## src/logic/dfts_defines.svh

```systemverilog
// Constants for the drive fault trip supervisor
`ifndef DFTS_DEFINES_SVH
`define DFTS_DEFINES_SVH
// Register byte addresses
`define DFTS_ADDR_INSEL      8'h00
`define DFTS_ADDR_REFCFG     8'h04
`define DFTS_ADDR_RELAY      8'h08
`define DFTS_ADDR_MOTOR_OL   8'h0c
`define DFTS_ADDR_CONTROL    8'h10
`define DFTS_ADDR_STATUS     8'h14
`define DFTS_ADDR_CAUSE      8'h18
`define DFTS_ADDR_MEAS       8'h1c
// Input function codes
`define DFTS_FN_EXT_NO       5'h12
`define DFTS_FN_EXT_NC       5'h13
`define DFTS_FN_MAX          5'h18
// Relay function codes
`define DFTS_RLY_DRV_OL      5'h06
`define DFTS_RLY_REF_LOSS    5'h0b
`define DFTS_RLY_FAULT       5'h11
`define DFTS_RLY_MAX         5'h12
// Reset values
`define DFTS_RST_INSEL       25'h0000000
`define DFTS_RST_WAIT        11'h00a
`define DFTS_RST_RELAY       5'h11
`define DFTS_RST_MOTOR_OL    8'hb4
`define DFTS_RST_VMIN        8'h00
// Current and voltage thresholds (percent of rating, volts)
`define DFTS_OC_PCT          8'hc8
`define DFTS_DRV_OL_PCT      8'h96
`define DFTS_OV_VOLT         10'h190
`define DFTS_UV_VOLT         10'h0b4
// Timing: 0.1 s tick at 200 MHz, drive overload budget 600 ticks at 150%
`define DFTS_CLK_HZ          200000000
`define DFTS_TICK_MS         100
`define DFTS_TICK_CYC        ((`DFTS_CLK_HZ / 1000) * `DFTS_TICK_MS)
`define DFTS_WAIT_MAX        11'h4b0
`define DFTS_OL_BUDGET       24'h00ea60
`define DFTS_OL_GAIN         24'h000002
`define DFTS_CAP_BUDGET      24'h000c80
// Cause bit positions
`define DFTS_C_EXT           0
`define DFTS_C_ESTOP         1
`define DFTS_C_REFLOSS       2
`define DFTS_C_DRV_OL        3
`define DFTS_C_OC            4
`define DFTS_C_OV            5
`define DFTS_C_UV            6
`define DFTS_C_PHLOSS        7
`define DFTS_C_GND           8
`define DFTS_C_MOTOR_OL      9
`define DFTS_C_HEAT          10
`define DFTS_C_CAP           11
`define DFTS_C_SAVE          12
`define DFTS_C_HW            13
`define DFTS_C_INPH          14
`define DFTS_NCAUSE          15
`endif

```

## src/logic/dfts_pkg.sv

```systemverilog
// Types for the drive fault trip supervisor
package dfts_pkg;
    typedef enum logic [3:0] {
        DFTS_RUN    = 4'h1,
        DFTS_ESTOP  = 4'h2,
        DFTS_DECEL  = 4'h4,
        DFTS_TRIP   = 4'h8
    } dfts_mode_e;
    typedef enum logic [1:0] {
        DFTS_LOSS_OFF  = 2'h0,
        DFTS_LOSS_HALF = 2'h1,
        DFTS_LOSS_MIN  = 2'h2
    } dfts_crit_e;
    typedef enum logic [1:0] {
        DFTS_REACT_HOLD  = 2'h0,
        DFTS_REACT_FREE  = 2'h1,
        DFTS_REACT_DECEL = 2'h2
    } dfts_react_e;
endpackage

```

## src/logic/dfts_supervisor.sv

```systemverilog
// Drive fault trip supervisor with AXI4-Lite register access
//
// Overview of operation
// - Function 18: closed contact trips externally
// - Function 19: opened contact trips externally
// - Five terminals each own function selector
// - Criterion 0 off, 1 half, 2 minimum
// - Loss checked only for analog/serial reference
// - Loss reacts after wait held, 0.1s steps
// - Reaction 0 hold, 1 free run, 2 decel
// - Relay code 11 shows reference loss
// - Drive overload: 150% for minute, inverse time
// - Relay code 6 shows drive overload
// - Overcurrent above 200% trips
// - Bus above 400 V trips
// - Bus below 180 V trips
// - Emergency stop cuts output immediately
// - Release resumes if run input held
// - Hardware fault clears only at power-down
// - Save failure flags parameter save error
// - Open output phase trips
// - Ground fault: unbalance plus overcurrent trips
// - Motor overload threshold exceeded trips
// - Heat-sink overheat trips
// - Capacitor ripple trips, current-dependent time
// - Mask bits: 2 output, 4 input, 8 ground
`timescale 1ns/1ps
`include "dfts_defines.svh"

module dfts_supervisor
    import dfts_pkg::*;
(
    input  wire logic        core_clk,
    input  wire logic        arst_n,
    // AXI4-Lite slave
    input  wire logic [7:0]  s_axi_awaddr,
    input  wire logic        s_axi_awvalid,
    output logic             s_axi_awready,
    input  wire logic [31:0] s_axi_wdata,
    input  wire logic [3:0]  s_axi_wstrb,
    input  wire logic        s_axi_wvalid,
    output logic             s_axi_wready,
    output logic [1:0]       s_axi_bresp,
    output logic             s_axi_bvalid,
    input  wire logic        s_axi_bready,
    input  wire logic [7:0]  s_axi_araddr,
    input  wire logic        s_axi_arvalid,
    output logic             s_axi_arready,
    output logic [31:0]      s_axi_rdata,
    output logic [1:0]       s_axi_rresp,
    output logic             s_axi_rvalid,
    input  wire logic        s_axi_rready,
    // Contact pins, closed to input_common reads high
    input  wire logic [4:0]  input_terminal,
    input  wire logic        emergency_stop_input,
    input  wire logic        forward_run_input,
    input  wire logic        reverse_run_input,
    input  wire logic        reset_input,
    // Measurements and comparator flags from the analog front end
    input  wire logic [7:0]  output_current_pct,
    input  wire logic [9:0]  dc_bus_volt,
    input  wire logic [7:0]  ref_level_pct,
    input  wire logic        ref_is_current,
    input  wire logic        ref_source_ext,
    input  wire logic        serial_ref_valid,
    input  wire logic [2:0]  phase_open,
    input  wire logic        phase_unbalance,
    input  wire logic        input_phase_loss,
    input  wire logic        heatsink_overheat,
    input  wire logic        bus_ripple_high,
    input  wire logic        save_fail,
    input  wire logic        cpu_fault,
    // Outputs
    output logic             output_enable,
    output logic             decel_request,
    output logic             hold_frequency,
    output logic             fault_active,
    output logic             param_save_error,
    output logic             relay_contact_no,
    output logic             relay_contact_nc
);

    // =====================================================================
    // State
    // =====================================================================
    typedef struct packed {
        logic [4:0]  s1_pins;
        logic [4:0]  s2_pins;
        logic [4:0]  s1_ctl;
        logic [4:0]  s2_ctl;
        logic [24:0] insel;
        logic [1:0]  crit;
        logic [1:0]  react;
        logic [10:0] wait_t;
        logic [7:0]  vmin;
        logic [7:0]  imin;
        logic [4:0]  relay_sel;
        logic [7:0]  motor_ol;
        logic [2:0]  fmask;
        logic        sw_reset;
        logic [14:0] cause;
        dfts_mode_e  mode;
        logic        ref_lost;
        logic [24:0] tick_cnt;
        logic [10:0] loss_cnt;
        logic [23:0] ol_acc;
        logic [23:0] cap_acc;
        logic        estop_lvl;
        logic        aw_held;
        logic [7:0]  aw_addr;
        logic        w_held;
        logic [31:0] w_data;
        logic [3:0]  w_strb;
        logic        bvalid;
        logic [1:0]  bresp;
        logic        rvalid;
        logic [31:0] rdata;
        logic [1:0]  rresp;
        logic        relay;
    } dfts_state_s;

    dfts_state_s st_r;
    dfts_state_s st_nxt;

    // Register read decode, used by the read channel
    function automatic logic [32:0] reg_read(input dfts_state_s s, input logic [7:0] a);
        logic [32:0] r;
        r = {1'b0, 32'h0000_0000};
        case (a)
            `DFTS_ADDR_INSEL:    r = {1'b0, 7'h00, s.insel};
            `DFTS_ADDR_REFCFG:   r = {1'b0, s.imin, s.vmin, 1'b0, s.wait_t, s.react, s.crit};
            `DFTS_ADDR_RELAY:    r = {1'b0, 27'h0000000, s.relay_sel};
            `DFTS_ADDR_MOTOR_OL: r = {1'b0, 24'h000000, s.motor_ol};
            `DFTS_ADDR_CONTROL:  r = {1'b0, 28'h0000000, s.fmask, 1'b0};
            `DFTS_ADDR_STATUS:   r = {1'b0, 24'h000000, s.relay, s.ref_lost, 2'h0, s.mode};
            `DFTS_ADDR_CAUSE:    r = {1'b0, 17'h00000, s.cause};
            `DFTS_ADDR_MEAS:     r = {1'b0, 6'h00, s.cap_acc[23:16], s.ol_acc[23:6]};
            default:             r = {1'b1, 32'h0000_0000};
        endcase
        return r;
    endfunction

    // Byte-lane merge of write data
    function automatic logic [31:0] merge(input logic [31:0] old, input logic [31:0] d,
                                          input logic [3:0] be);
        logic [31:0] m;
        m = old;
        for (int i = 0; i < 4; i++) begin
            if (be[i]) begin
                m[i*8 +: 8] = d[i*8 +: 8];
            end
        end
        return m;
    endfunction

    // Function code of one terminal
    function automatic logic [4:0] fn_of(input logic [24:0] sel, input int i);
        return sel[i*5 +: 5];
    endfunction

    // =====================================================================
    // Next-state logic
    // =====================================================================
    logic [4:0]  pins;
    logic        estop;
    logic        run_cmd;
    logic        rst_evt;
    logic        ext_trip;
    logic        ref_low;
    logic        loss_cond;
    logic        wr_go;
    logic [32:0] rd;
    logic [31:0] wv;
    logic [14:0] cond;
    logic [14:0] clearable;
    logic [23:0] ol_step;
    logic        tick;
    logic        drv_ol_cond;
    logic        cap_cond;

    always_comb begin
        st_nxt = st_r;
        // Two-flop synchronisers on contact pins
        st_nxt.s1_pins = input_terminal;
        st_nxt.s2_pins = st_r.s1_pins;
        st_nxt.s1_ctl  = {emergency_stop_input, forward_run_input, reverse_run_input,
                          reset_input, 1'b0};
        st_nxt.s2_ctl  = st_r.s1_ctl;
        pins    = st_r.s2_pins;
        estop   = st_r.s2_ctl[4];
        run_cmd = st_r.s2_ctl[3] | st_r.s2_ctl[2];
        rst_evt = st_r.s2_ctl[1] | st_r.sw_reset;
        st_nxt.sw_reset = 1'b0;

        // 0.1 s tick divider
        tick = (st_r.tick_cnt == 25'(`DFTS_TICK_CYC - 1));
        st_nxt.tick_cnt = tick ? 25'h0000000 : st_r.tick_cnt + 25'h0000001;

        // External trip terminals, each with its own selector
        ext_trip = 1'b0;
        for (int i = 0; i < 5; i++) begin
            if (fn_of(st_r.insel, i) == `DFTS_FN_EXT_NO && pins[i]) begin
                ext_trip = 1'b1;
            end
            if (fn_of(st_r.insel, i) == `DFTS_FN_EXT_NC && !pins[i]) begin
                ext_trip = 1'b1;
            end
        end

        // Reference loss criterion and wait
        case (st_r.crit)
            DFTS_LOSS_HALF: ref_low = ref_level_pct < ((ref_is_current ? st_r.imin
                                                       : st_r.vmin) >> 1);
            DFTS_LOSS_MIN:  ref_low = ref_level_pct < (ref_is_current ? st_r.imin
                                                       : st_r.vmin);
            default:        ref_low = 1'b0;
        endcase
        loss_cond = ref_source_ext && st_r.crit != DFTS_LOSS_OFF
                    && (ref_low || !serial_ref_valid);
        if (!loss_cond) begin
            st_nxt.loss_cnt = 11'h000;
            st_nxt.ref_lost = 1'b0;
        end else if (tick && !st_r.ref_lost) begin
            st_nxt.loss_cnt = st_r.loss_cnt + 11'h001;
            if (st_r.loss_cnt + 11'h001 >= st_r.wait_t) begin
                st_nxt.ref_lost = 1'b1;
            end
        end

        // Drive overload: excess over 100% integrated, budget at 150% for 60 s
        ol_step = (output_current_pct > 8'h64) ? 24'(output_current_pct - 8'h64)
                                               : 24'h000000;
        if (tick) begin
            st_nxt.ol_acc = (ol_step == 24'h000000) ? 24'h000000
                            : st_r.ol_acc + ol_step * `DFTS_OL_GAIN;
        end
        drv_ol_cond = st_r.ol_acc >= `DFTS_OL_BUDGET;

        // Capacitor ripple: accumulate faster with current
        if (!bus_ripple_high) begin
            st_nxt.cap_acc = 24'h000000;
        end else if (tick) begin
            st_nxt.cap_acc = st_r.cap_acc + 24'(output_current_pct) + 24'h000001;
        end
        cap_cond = bus_ripple_high && st_r.cap_acc >= `DFTS_CAP_BUDGET;

        // Fault conditions
        cond = '0;
        cond[`DFTS_C_EXT]      = ext_trip;
        cond[`DFTS_C_REFLOSS]  = st_r.ref_lost && st_r.react == DFTS_REACT_FREE;
        cond[`DFTS_C_DRV_OL]   = drv_ol_cond;
        cond[`DFTS_C_OC]       = output_current_pct > `DFTS_OC_PCT;
        cond[`DFTS_C_OV]       = dc_bus_volt > `DFTS_OV_VOLT;
        cond[`DFTS_C_UV]       = dc_bus_volt < `DFTS_UV_VOLT;
        cond[`DFTS_C_PHLOSS]   = st_r.fmask[0] && st_r.mode == DFTS_RUN
                                 && (|phase_open);
        cond[`DFTS_C_INPH]     = st_r.fmask[1] && input_phase_loss;
        cond[`DFTS_C_GND]      = st_r.fmask[2] && st_r.mode == DFTS_RUN
                                 && phase_unbalance && cond[`DFTS_C_OC];
        cond[`DFTS_C_MOTOR_OL] = output_current_pct > st_r.motor_ol;
        cond[`DFTS_C_HEAT]     = heatsink_overheat;
        cond[`DFTS_C_CAP]      = cap_cond;
        cond[`DFTS_C_SAVE]     = save_fail;
        cond[`DFTS_C_HW]       = cpu_fault;

        // Latch; reset clears only causes whose condition has gone, never hardware
        clearable = ~cond;
        clearable[`DFTS_C_HW]    = 1'b0;
        clearable[`DFTS_C_ESTOP] = 1'b1;
        st_nxt.cause = st_r.cause | cond;
        if (rst_evt) begin
            st_nxt.cause = (st_r.cause & ~clearable) | cond;
        end

        // Operating mode
        case (st_r.mode)
            DFTS_RUN: begin
                if (estop) begin
                    st_nxt.mode = DFTS_ESTOP;
                end else if (st_r.ref_lost && st_r.react == DFTS_REACT_DECEL) begin
                    st_nxt.mode = DFTS_DECEL;
                end
            end
            DFTS_ESTOP: begin
                if (!estop && run_cmd) begin
                    st_nxt.mode = DFTS_RUN;
                end
            end
            DFTS_DECEL: begin
                if (estop) begin
                    st_nxt.mode = DFTS_ESTOP;
                end else if (!st_r.ref_lost) begin
                    st_nxt.mode = DFTS_RUN;
                end
            end
            DFTS_TRIP: begin
                if (st_nxt.cause == '0) begin
                    st_nxt.mode = estop ? DFTS_ESTOP : DFTS_RUN;
                end
            end
            default: st_nxt.mode = DFTS_TRIP;
        endcase
        if (st_nxt.cause != '0) begin
            st_nxt.mode = DFTS_TRIP;
        end

        // Relay function
        case (st_r.relay_sel)
            `DFTS_RLY_DRV_OL:   st_nxt.relay = st_r.cause[`DFTS_C_DRV_OL];
            `DFTS_RLY_REF_LOSS: st_nxt.relay = st_r.ref_lost;
            `DFTS_RLY_FAULT:    st_nxt.relay = |st_r.cause;
            default:            st_nxt.relay = 1'b0;
        endcase

        // AXI4-Lite write path: address and data taken in either order
        if (s_axi_awvalid && !st_r.aw_held) begin
            st_nxt.aw_held = 1'b1;
            st_nxt.aw_addr = s_axi_awaddr;
        end
        if (s_axi_wvalid && !st_r.w_held) begin
            st_nxt.w_held = 1'b1;
            st_nxt.w_data = s_axi_wdata;
            st_nxt.w_strb = s_axi_wstrb;
        end
        wr_go = st_r.aw_held && st_r.w_held && !st_r.bvalid;
        if (wr_go) begin
            st_nxt.aw_held = 1'b0;
            st_nxt.w_held  = 1'b0;
            st_nxt.bvalid  = 1'b1;
            st_nxt.bresp   = 2'h0;
            case (st_r.aw_addr)
                `DFTS_ADDR_INSEL: begin
                    wv = merge({7'h00, st_r.insel}, st_r.w_data, st_r.w_strb);
                    st_nxt.insel = wv[24:0];
                    for (int i = 0; i < 5; i++) begin
                        if (wv[i*5 +: 5] > `DFTS_FN_MAX) begin
                            st_nxt.insel = st_r.insel;
                            st_nxt.bresp = 2'h2;
                        end
                    end
                end
                `DFTS_ADDR_REFCFG: begin
                    wv = merge({st_r.imin, st_r.vmin, 1'b0, st_r.wait_t, st_r.react,
                                st_r.crit}, st_r.w_data, st_r.w_strb);
                    if (wv[1:0] > 2'h2 || wv[3:2] > 2'h2 || wv[14:4] == 11'h000
                        || wv[14:4] > `DFTS_WAIT_MAX) begin
                        st_nxt.bresp = 2'h2;
                    end else begin
                        st_nxt.crit   = wv[1:0];
                        st_nxt.react  = wv[3:2];
                        st_nxt.wait_t = wv[14:4];
                        st_nxt.vmin   = wv[23:16];
                        st_nxt.imin   = wv[31:24];
                    end
                end
                `DFTS_ADDR_RELAY: begin
                    wv = merge({27'h0000000, st_r.relay_sel}, st_r.w_data, st_r.w_strb);
                    if (wv[4:0] > `DFTS_RLY_MAX) begin
                        st_nxt.bresp = 2'h2;
                    end else begin
                        st_nxt.relay_sel = wv[4:0];
                    end
                end
                `DFTS_ADDR_MOTOR_OL: begin
                    wv = merge({24'h000000, st_r.motor_ol}, st_r.w_data, st_r.w_strb);
                    st_nxt.motor_ol = wv[7:0];
                end
                `DFTS_ADDR_CONTROL: begin
                    wv = merge({28'h0000000, st_r.fmask, 1'b0}, st_r.w_data, st_r.w_strb);
                    st_nxt.sw_reset = wv[0];
                    st_nxt.fmask    = wv[3:1];
                end
                `DFTS_ADDR_STATUS, `DFTS_ADDR_CAUSE, `DFTS_ADDR_MEAS: begin
                    wv = st_r.w_data;
                end
                default: begin
                    wv = st_r.w_data;
                    st_nxt.bresp = 2'h3;
                end
            endcase
        end else begin
            wv = 32'h0000_0000;
        end
        if (st_r.bvalid && s_axi_bready) begin
            st_nxt.bvalid = 1'b0;
        end

        // AXI4-Lite read path
        rd = reg_read(st_r, s_axi_araddr);
        if (s_axi_arvalid && !st_r.rvalid) begin
            st_nxt.rvalid = 1'b1;
            st_nxt.rdata  = rd[31:0];
            st_nxt.rresp  = rd[32] ? 2'h3 : 2'h0;
        end else if (st_r.rvalid && s_axi_rready) begin
            st_nxt.rvalid = 1'b0;
        end
    end

    // =====================================================================
    // State register
    // =====================================================================
    always_ff @(posedge core_clk or negedge arst_n) begin
        if (!arst_n) begin
            st_r           <= '0;
            st_r.insel     <= `DFTS_RST_INSEL;
            st_r.wait_t    <= `DFTS_RST_WAIT;
            st_r.vmin      <= `DFTS_RST_VMIN;
            st_r.imin      <= `DFTS_RST_VMIN;
            st_r.relay_sel <= `DFTS_RST_RELAY;
            st_r.motor_ol  <= `DFTS_RST_MOTOR_OL;
            st_r.mode      <= DFTS_ESTOP;
        end else begin
            st_r <= st_nxt;
        end
    end

    // =====================================================================
    // Outputs
    // =====================================================================
    assign s_axi_awready    = !st_r.aw_held;
    assign s_axi_wready     = !st_r.w_held;
    assign s_axi_bvalid     = st_r.bvalid;
    assign s_axi_bresp      = st_r.bresp;
    assign s_axi_arready    = !st_r.rvalid;
    assign s_axi_rvalid     = st_r.rvalid;
    assign s_axi_rdata      = st_r.rdata;
    assign s_axi_rresp      = st_r.rresp;
    assign output_enable    = (st_r.mode == DFTS_RUN) || (st_r.mode == DFTS_DECEL);
    assign decel_request    = st_r.mode == DFTS_DECEL;
    assign hold_frequency   = st_r.ref_lost && st_r.react == DFTS_REACT_HOLD;
    assign fault_active     = st_r.mode == DFTS_TRIP;
    assign param_save_error = st_r.cause[`DFTS_C_SAVE];
    assign relay_contact_no = st_r.relay;
    assign relay_contact_nc = !st_r.relay;

endmodule

```

## config.mk

```make
export PLATFORM = sky130hd
export DESIGN_NAME = dfts_supervisor
export DESIGN_NICKNAME = d
export VERILOG_FILES = /design/src/logic/dfts_pkg.sv /design/src/logic/dfts_supervisor.sv
export VERILOG_INCLUDE_DIRS = /design/src /design/src/logic
export SDC_FILE = /design/constraint.sdc
export NUM_CORES = 1
export LEC_CHECK = 0
export BUFFER_PORTS_ARGS = -buffer_cell sky130_fd_sc_hd__buf_2
export CAP_MARGIN = 20
export CORE_MARGIN = 2
export CORE_UTILIZATION = 35
export CTS_CLUSTER_SIZE = 12
export DETAILED_ROUTE_END_ITERATION = 10
export SLEW_MARGIN = 15
export SYNTH_ARGS = -nofsm -noshare
export SYNTH_HDL_FRONTEND = slang
export SYNTH_SLANG_ARGS = --single-unit
```

## constraint.sdc

```tcl
create_clock -name core_clk -period 3.6 [get_ports core_clk]
set_input_delay 0.54 -clock core_clk [delete_from_list [all_inputs] [get_ports core_clk]]
set_output_delay 0.54 -clock core_clk [all_outputs]
set_load 0.05 [all_outputs]
```

==> metrics.txt <==
result of the run finished, final reports clean; Max IR drop VDD 291 uV; Post-CTS Repair Setup Buffers 0; share of power burned in registers 45.0%; Pre-antenna DRT Iters 6; maxcap violations 0; post-cts sizing count 0; static leakage power 0.00809 uW; power density normalized to cell area 518 mW/mm^2; clock latency at the later pin of the worst-skew pair 0.54 ns; clk root buf sky130_fd_sc_hd__clkbuf_16; async set-reset flop share out of synthesis 100%; CTS clk-pin slew, worst paths about 0.06 ns; setup repair after global routing missed its margin no; r2r worst-path depth 8; I/O pin total 154; number of vias per cell 5.45; quantity of I/O buffers inserted on ports approximately 150; final count of hold timing violations 0; number of rows created at floorplan between 70 and 80; wire length reported by the detailed router between 40,000 and 50,000 um; H-Tree Level Count 2; number of enable-type register cells in the synthesized netlist 0; ANT nets after route 0; proportion of total power due to net switching 31.4%; number of warnings printed during yosys synthesis 0; y dimension of the die 212 um; time the worst path needs with I/O delays and setup 3.15 ns; number of antenna violations at the first check in global routing 2; Final period util 87.6%; starting utilization of the core area 35.2%; top_reg_cell synth sky130_fd_sc_hd__dfrtp_1; half-perimeter wire length after detailed placement ~32,000 um; Synth Instances 1,454; share of final-layout standard cells stronger than drive strength 1 20.0%; worst path setup slack after routing 0.447 ns; Synth area leader sky130_fd_sc_hd__dfrtp_1; overall die area 0.0447 mm^2; Post-CTS Hold Fix Bufs 0; post-route total power 9090 uW; netlist area before placement 0.0151 mm^2; aggregate global routing overflow 0; number of max-slew violations in the final report 0; post-route clock skew approximately 0.019 ns; largest net degree at the start of global routing 88; category of the worst setup path launch point flop; Clock power frac 35.7%; Die Span X 212 um; count of state elements after synthesis 278; worst slew slack as a fraction of its limit approximately 35%; classification of the worst setup path flop to flop; via count of the routed design 11.8k; Area Overhead vs Synth 16.5%; data arrival at the endpoint of the critical path 3.56 ns; global router's overall resource usage 19.3%; Initial DRC Count about 800; last weighted congestion value of the routability-driven placer between 0.8 and 0.9; Worst-Margin Slew between 0.9 and 1 ns; end of the worst register-to-register path st_r[211]$_DFFE_PN0P_; Net Count, Synth roughly 1.6k; most frequent cells in the layout sky130_fd_sc_hd__dfrtp_1, sky130_fd_sc_hd__buf_2, sky130_fd_sc_hd__nand2_1, sky130_fd_sc_hd__nor2_1, sky130_fd_sc_hd__mux2_1; Pint 6230 uW; Final nets ~1.8k; fillcell total 4,224; portion of synthesized cell area occupied by the leading cell type between 40% and 50%; detailed-route DRC error count 0; Max FO, Critical Path 8; post-placement worst setup slack -0.00256 ns; Total Negative Setup Slacks 0 ns; Core Footprint roughly 0.043 mm^2; leading post-synthesis cells by cell area sky130_fd_sc_hd__dfrtp_1, sky130_fd_sc_hd__mux2_1, sky130_fd_sc_hd__ha_1; switching power 2860 uW; maximum frequency from static timing analysis between 300 and 400 MHz; WP data required 4.01 ns; TritonCTS clock tree done; Synth cell types 78; setup slack, reg-to-reg 0.45 ns; clock buffers created by TritonCTS 34; final-layout worst hold slack 0.0466 ns; number of sinks on the clock net roughly 280; number of endpoints failing setup at the final stage 0; via count of the first global-routing pass 11.6k; start of the worst register-to-register path st_r[50]$_DFFE_PN0P_; portion of the post-synthesis area used by sequential elements a little under half; portion of total power attributed to combinational logic just under 20%; wire length of the first global-routing pass approximately 67,000 um; Max Buffers Root-to-Sink 3; Hold Path Class input port to async pin; DR WL/cell 19.6 um; commonest non-fill, non-tap cell in the layout sky130_fd_sc_hd__dfrtp_1; mean instance size in the synthesized netlist ~10 um^2; Setup crit end kind flop
critical path: stages (launching register included):
cell                        delay, ns
sky130_fd_sc_hd__dfrtp_1         0.43
sky130_fd_sc_hd__or4b_1          0.55
sky130_fd_sc_hd__a2bb2oi_1       0.20
sky130_fd_sc_hd__nand3_1         0.12
sky130_fd_sc_hd__a311oi_1        0.10
sky130_fd_sc_hd__a2111o_1        0.42
sky130_fd_sc_hd__nor3_2          0.38
sky130_fd_sc_hd__and2_1          0.46
sky130_fd_sc_hd__mux2_1          0.38
sequential cells by signal, summed over array words and instances (netlist names):
name	count
estop	1
param_save_error	1
pins	5
relay_contact_no	1
s_axi_bresp	2
s_axi_bvalid	1
s_axi_rdata	32
s_axi_rresp	1
s_axi_rvalid	1
st_nxt	9
st_r	224
Yosys cell counts (21+ instances only):
cell	number
sky130_fd_sc_hd__dfrtp_1	269
sky130_fd_sc_hd__nand2_1	140
sky130_fd_sc_hd__nor2_1	86
sky130_fd_sc_hd__mux2_1	79
sky130_fd_sc_hd__ha_1	70
sky130_fd_sc_hd__nand3_1	57
sky130_fd_sc_hd__clkbuf_1	48
sky130_fd_sc_hd__o21ai_1	48
sky130_fd_sc_hd__inv_1	47
sky130_fd_sc_hd__a21oi_1	46
sky130_fd_sc_hd__xnor2_1	46
sky130_fd_sc_hd__buf_4	40
sky130_fd_sc_hd__mux2_2	40
sky130_fd_sc_hd__xor2_1	39
sky130_fd_sc_hd__o21ai_0	29
sky130_fd_sc_hd__nand4_1	27
sky130_fd_sc_hd__and2_1	26
sky130_fd_sc_hd__nor3_1	23
sky130_fd_sc_hd__a31oi_1	21
metrics by stage:
stage,instance area (um^2),util [%],cells
after global routing,17600,41.0,2169
after CTS,17600,41.0,2169
final,17600,41.0,2170
after global placement,16500,38.6,2109
after detailed placement,16500,38.6,2109
after floorplan,15100,-,1454
metal layers:
layer	vias up	track usage [%]	wire, um
li1	5538	-	-
met3	78	4.79	3140
met1	5819	26.5	19100
met5	-	0	12
met4	2	6.75	1360
met2	398	29.7	19000
cell type report:
| type | instances | area [um^2] | area share [%] |
|---|---|---|---|
| inverter | 50 | 188 | 1.07 |
| multi-input combinational | 1032 | 7480 | 42.6 |
| sequential | 278 | 6970 | 39.7 |
| clock buffer | 51 | 996 | 5.67 |
| tap | 546 | 683 | 3.89 |
| clock inverter | 9 | 57.6 | 0.328 |
| timing repair buffer | 203 | 1190 | 6.77 |
| antenna | 1 | 2.50 | 0.0143 |
power groups by stage:
| stage | Combinational (uW) | Sequential (uW) | Clock (uW) |
|---|---|---|---|
| floorplan | 1320 | 3880 | 0 |
| global placement | 1720 | 4130 | 0 |
| detailed placement | 1760 | 4140 | 0 |
| CTS | 1770 | 4090 | 3340 |
| global route | 1950 | 4160 | 3470 |
| finish | 1760 | 4090 | 3250 |
how the worst max path moves through the flow:
stage	from	endpoint	slack (ns)	depth (start not counted)
2_1_floorplan	output_current_pct[3]	st_r[132]$_DFFE_PN0N_	0.002	13
3_3_place_gp	output_current_pct[3]	st_r[131]$_DFFE_PN0N_	0.06	18
3_5_place_dp	output_current_pct[2]	st_r[131]$_DFFE_PN0N_	-0.003	17
4_1_cts	st_r[50]$_DFFE_PN0P_	st_r[207]$_DFFE_PN0P_	0.50	8
5_1_grt	output_current_pct[3]	st_r[131]$_DFFE_PN0N_	0.23	17
6_report	st_r[50]$_DFFE_PN0P_	st_r[211]$_DFFE_PN0P_	0.45	8
cell families after synthesis:
group | count (synthesis) | synth area share, %
simple gates | 466 | 15.7
flops | 278 | 46.2
compound gates | 275 | 12.3
buf+inv | 144 | 4.61
mux | 134 | 10.1
xor+xnor | 85 | 4.94
fa+ha+maj | 72 | 6.08
Note: power is estimated with default switching activity, not from simulation.
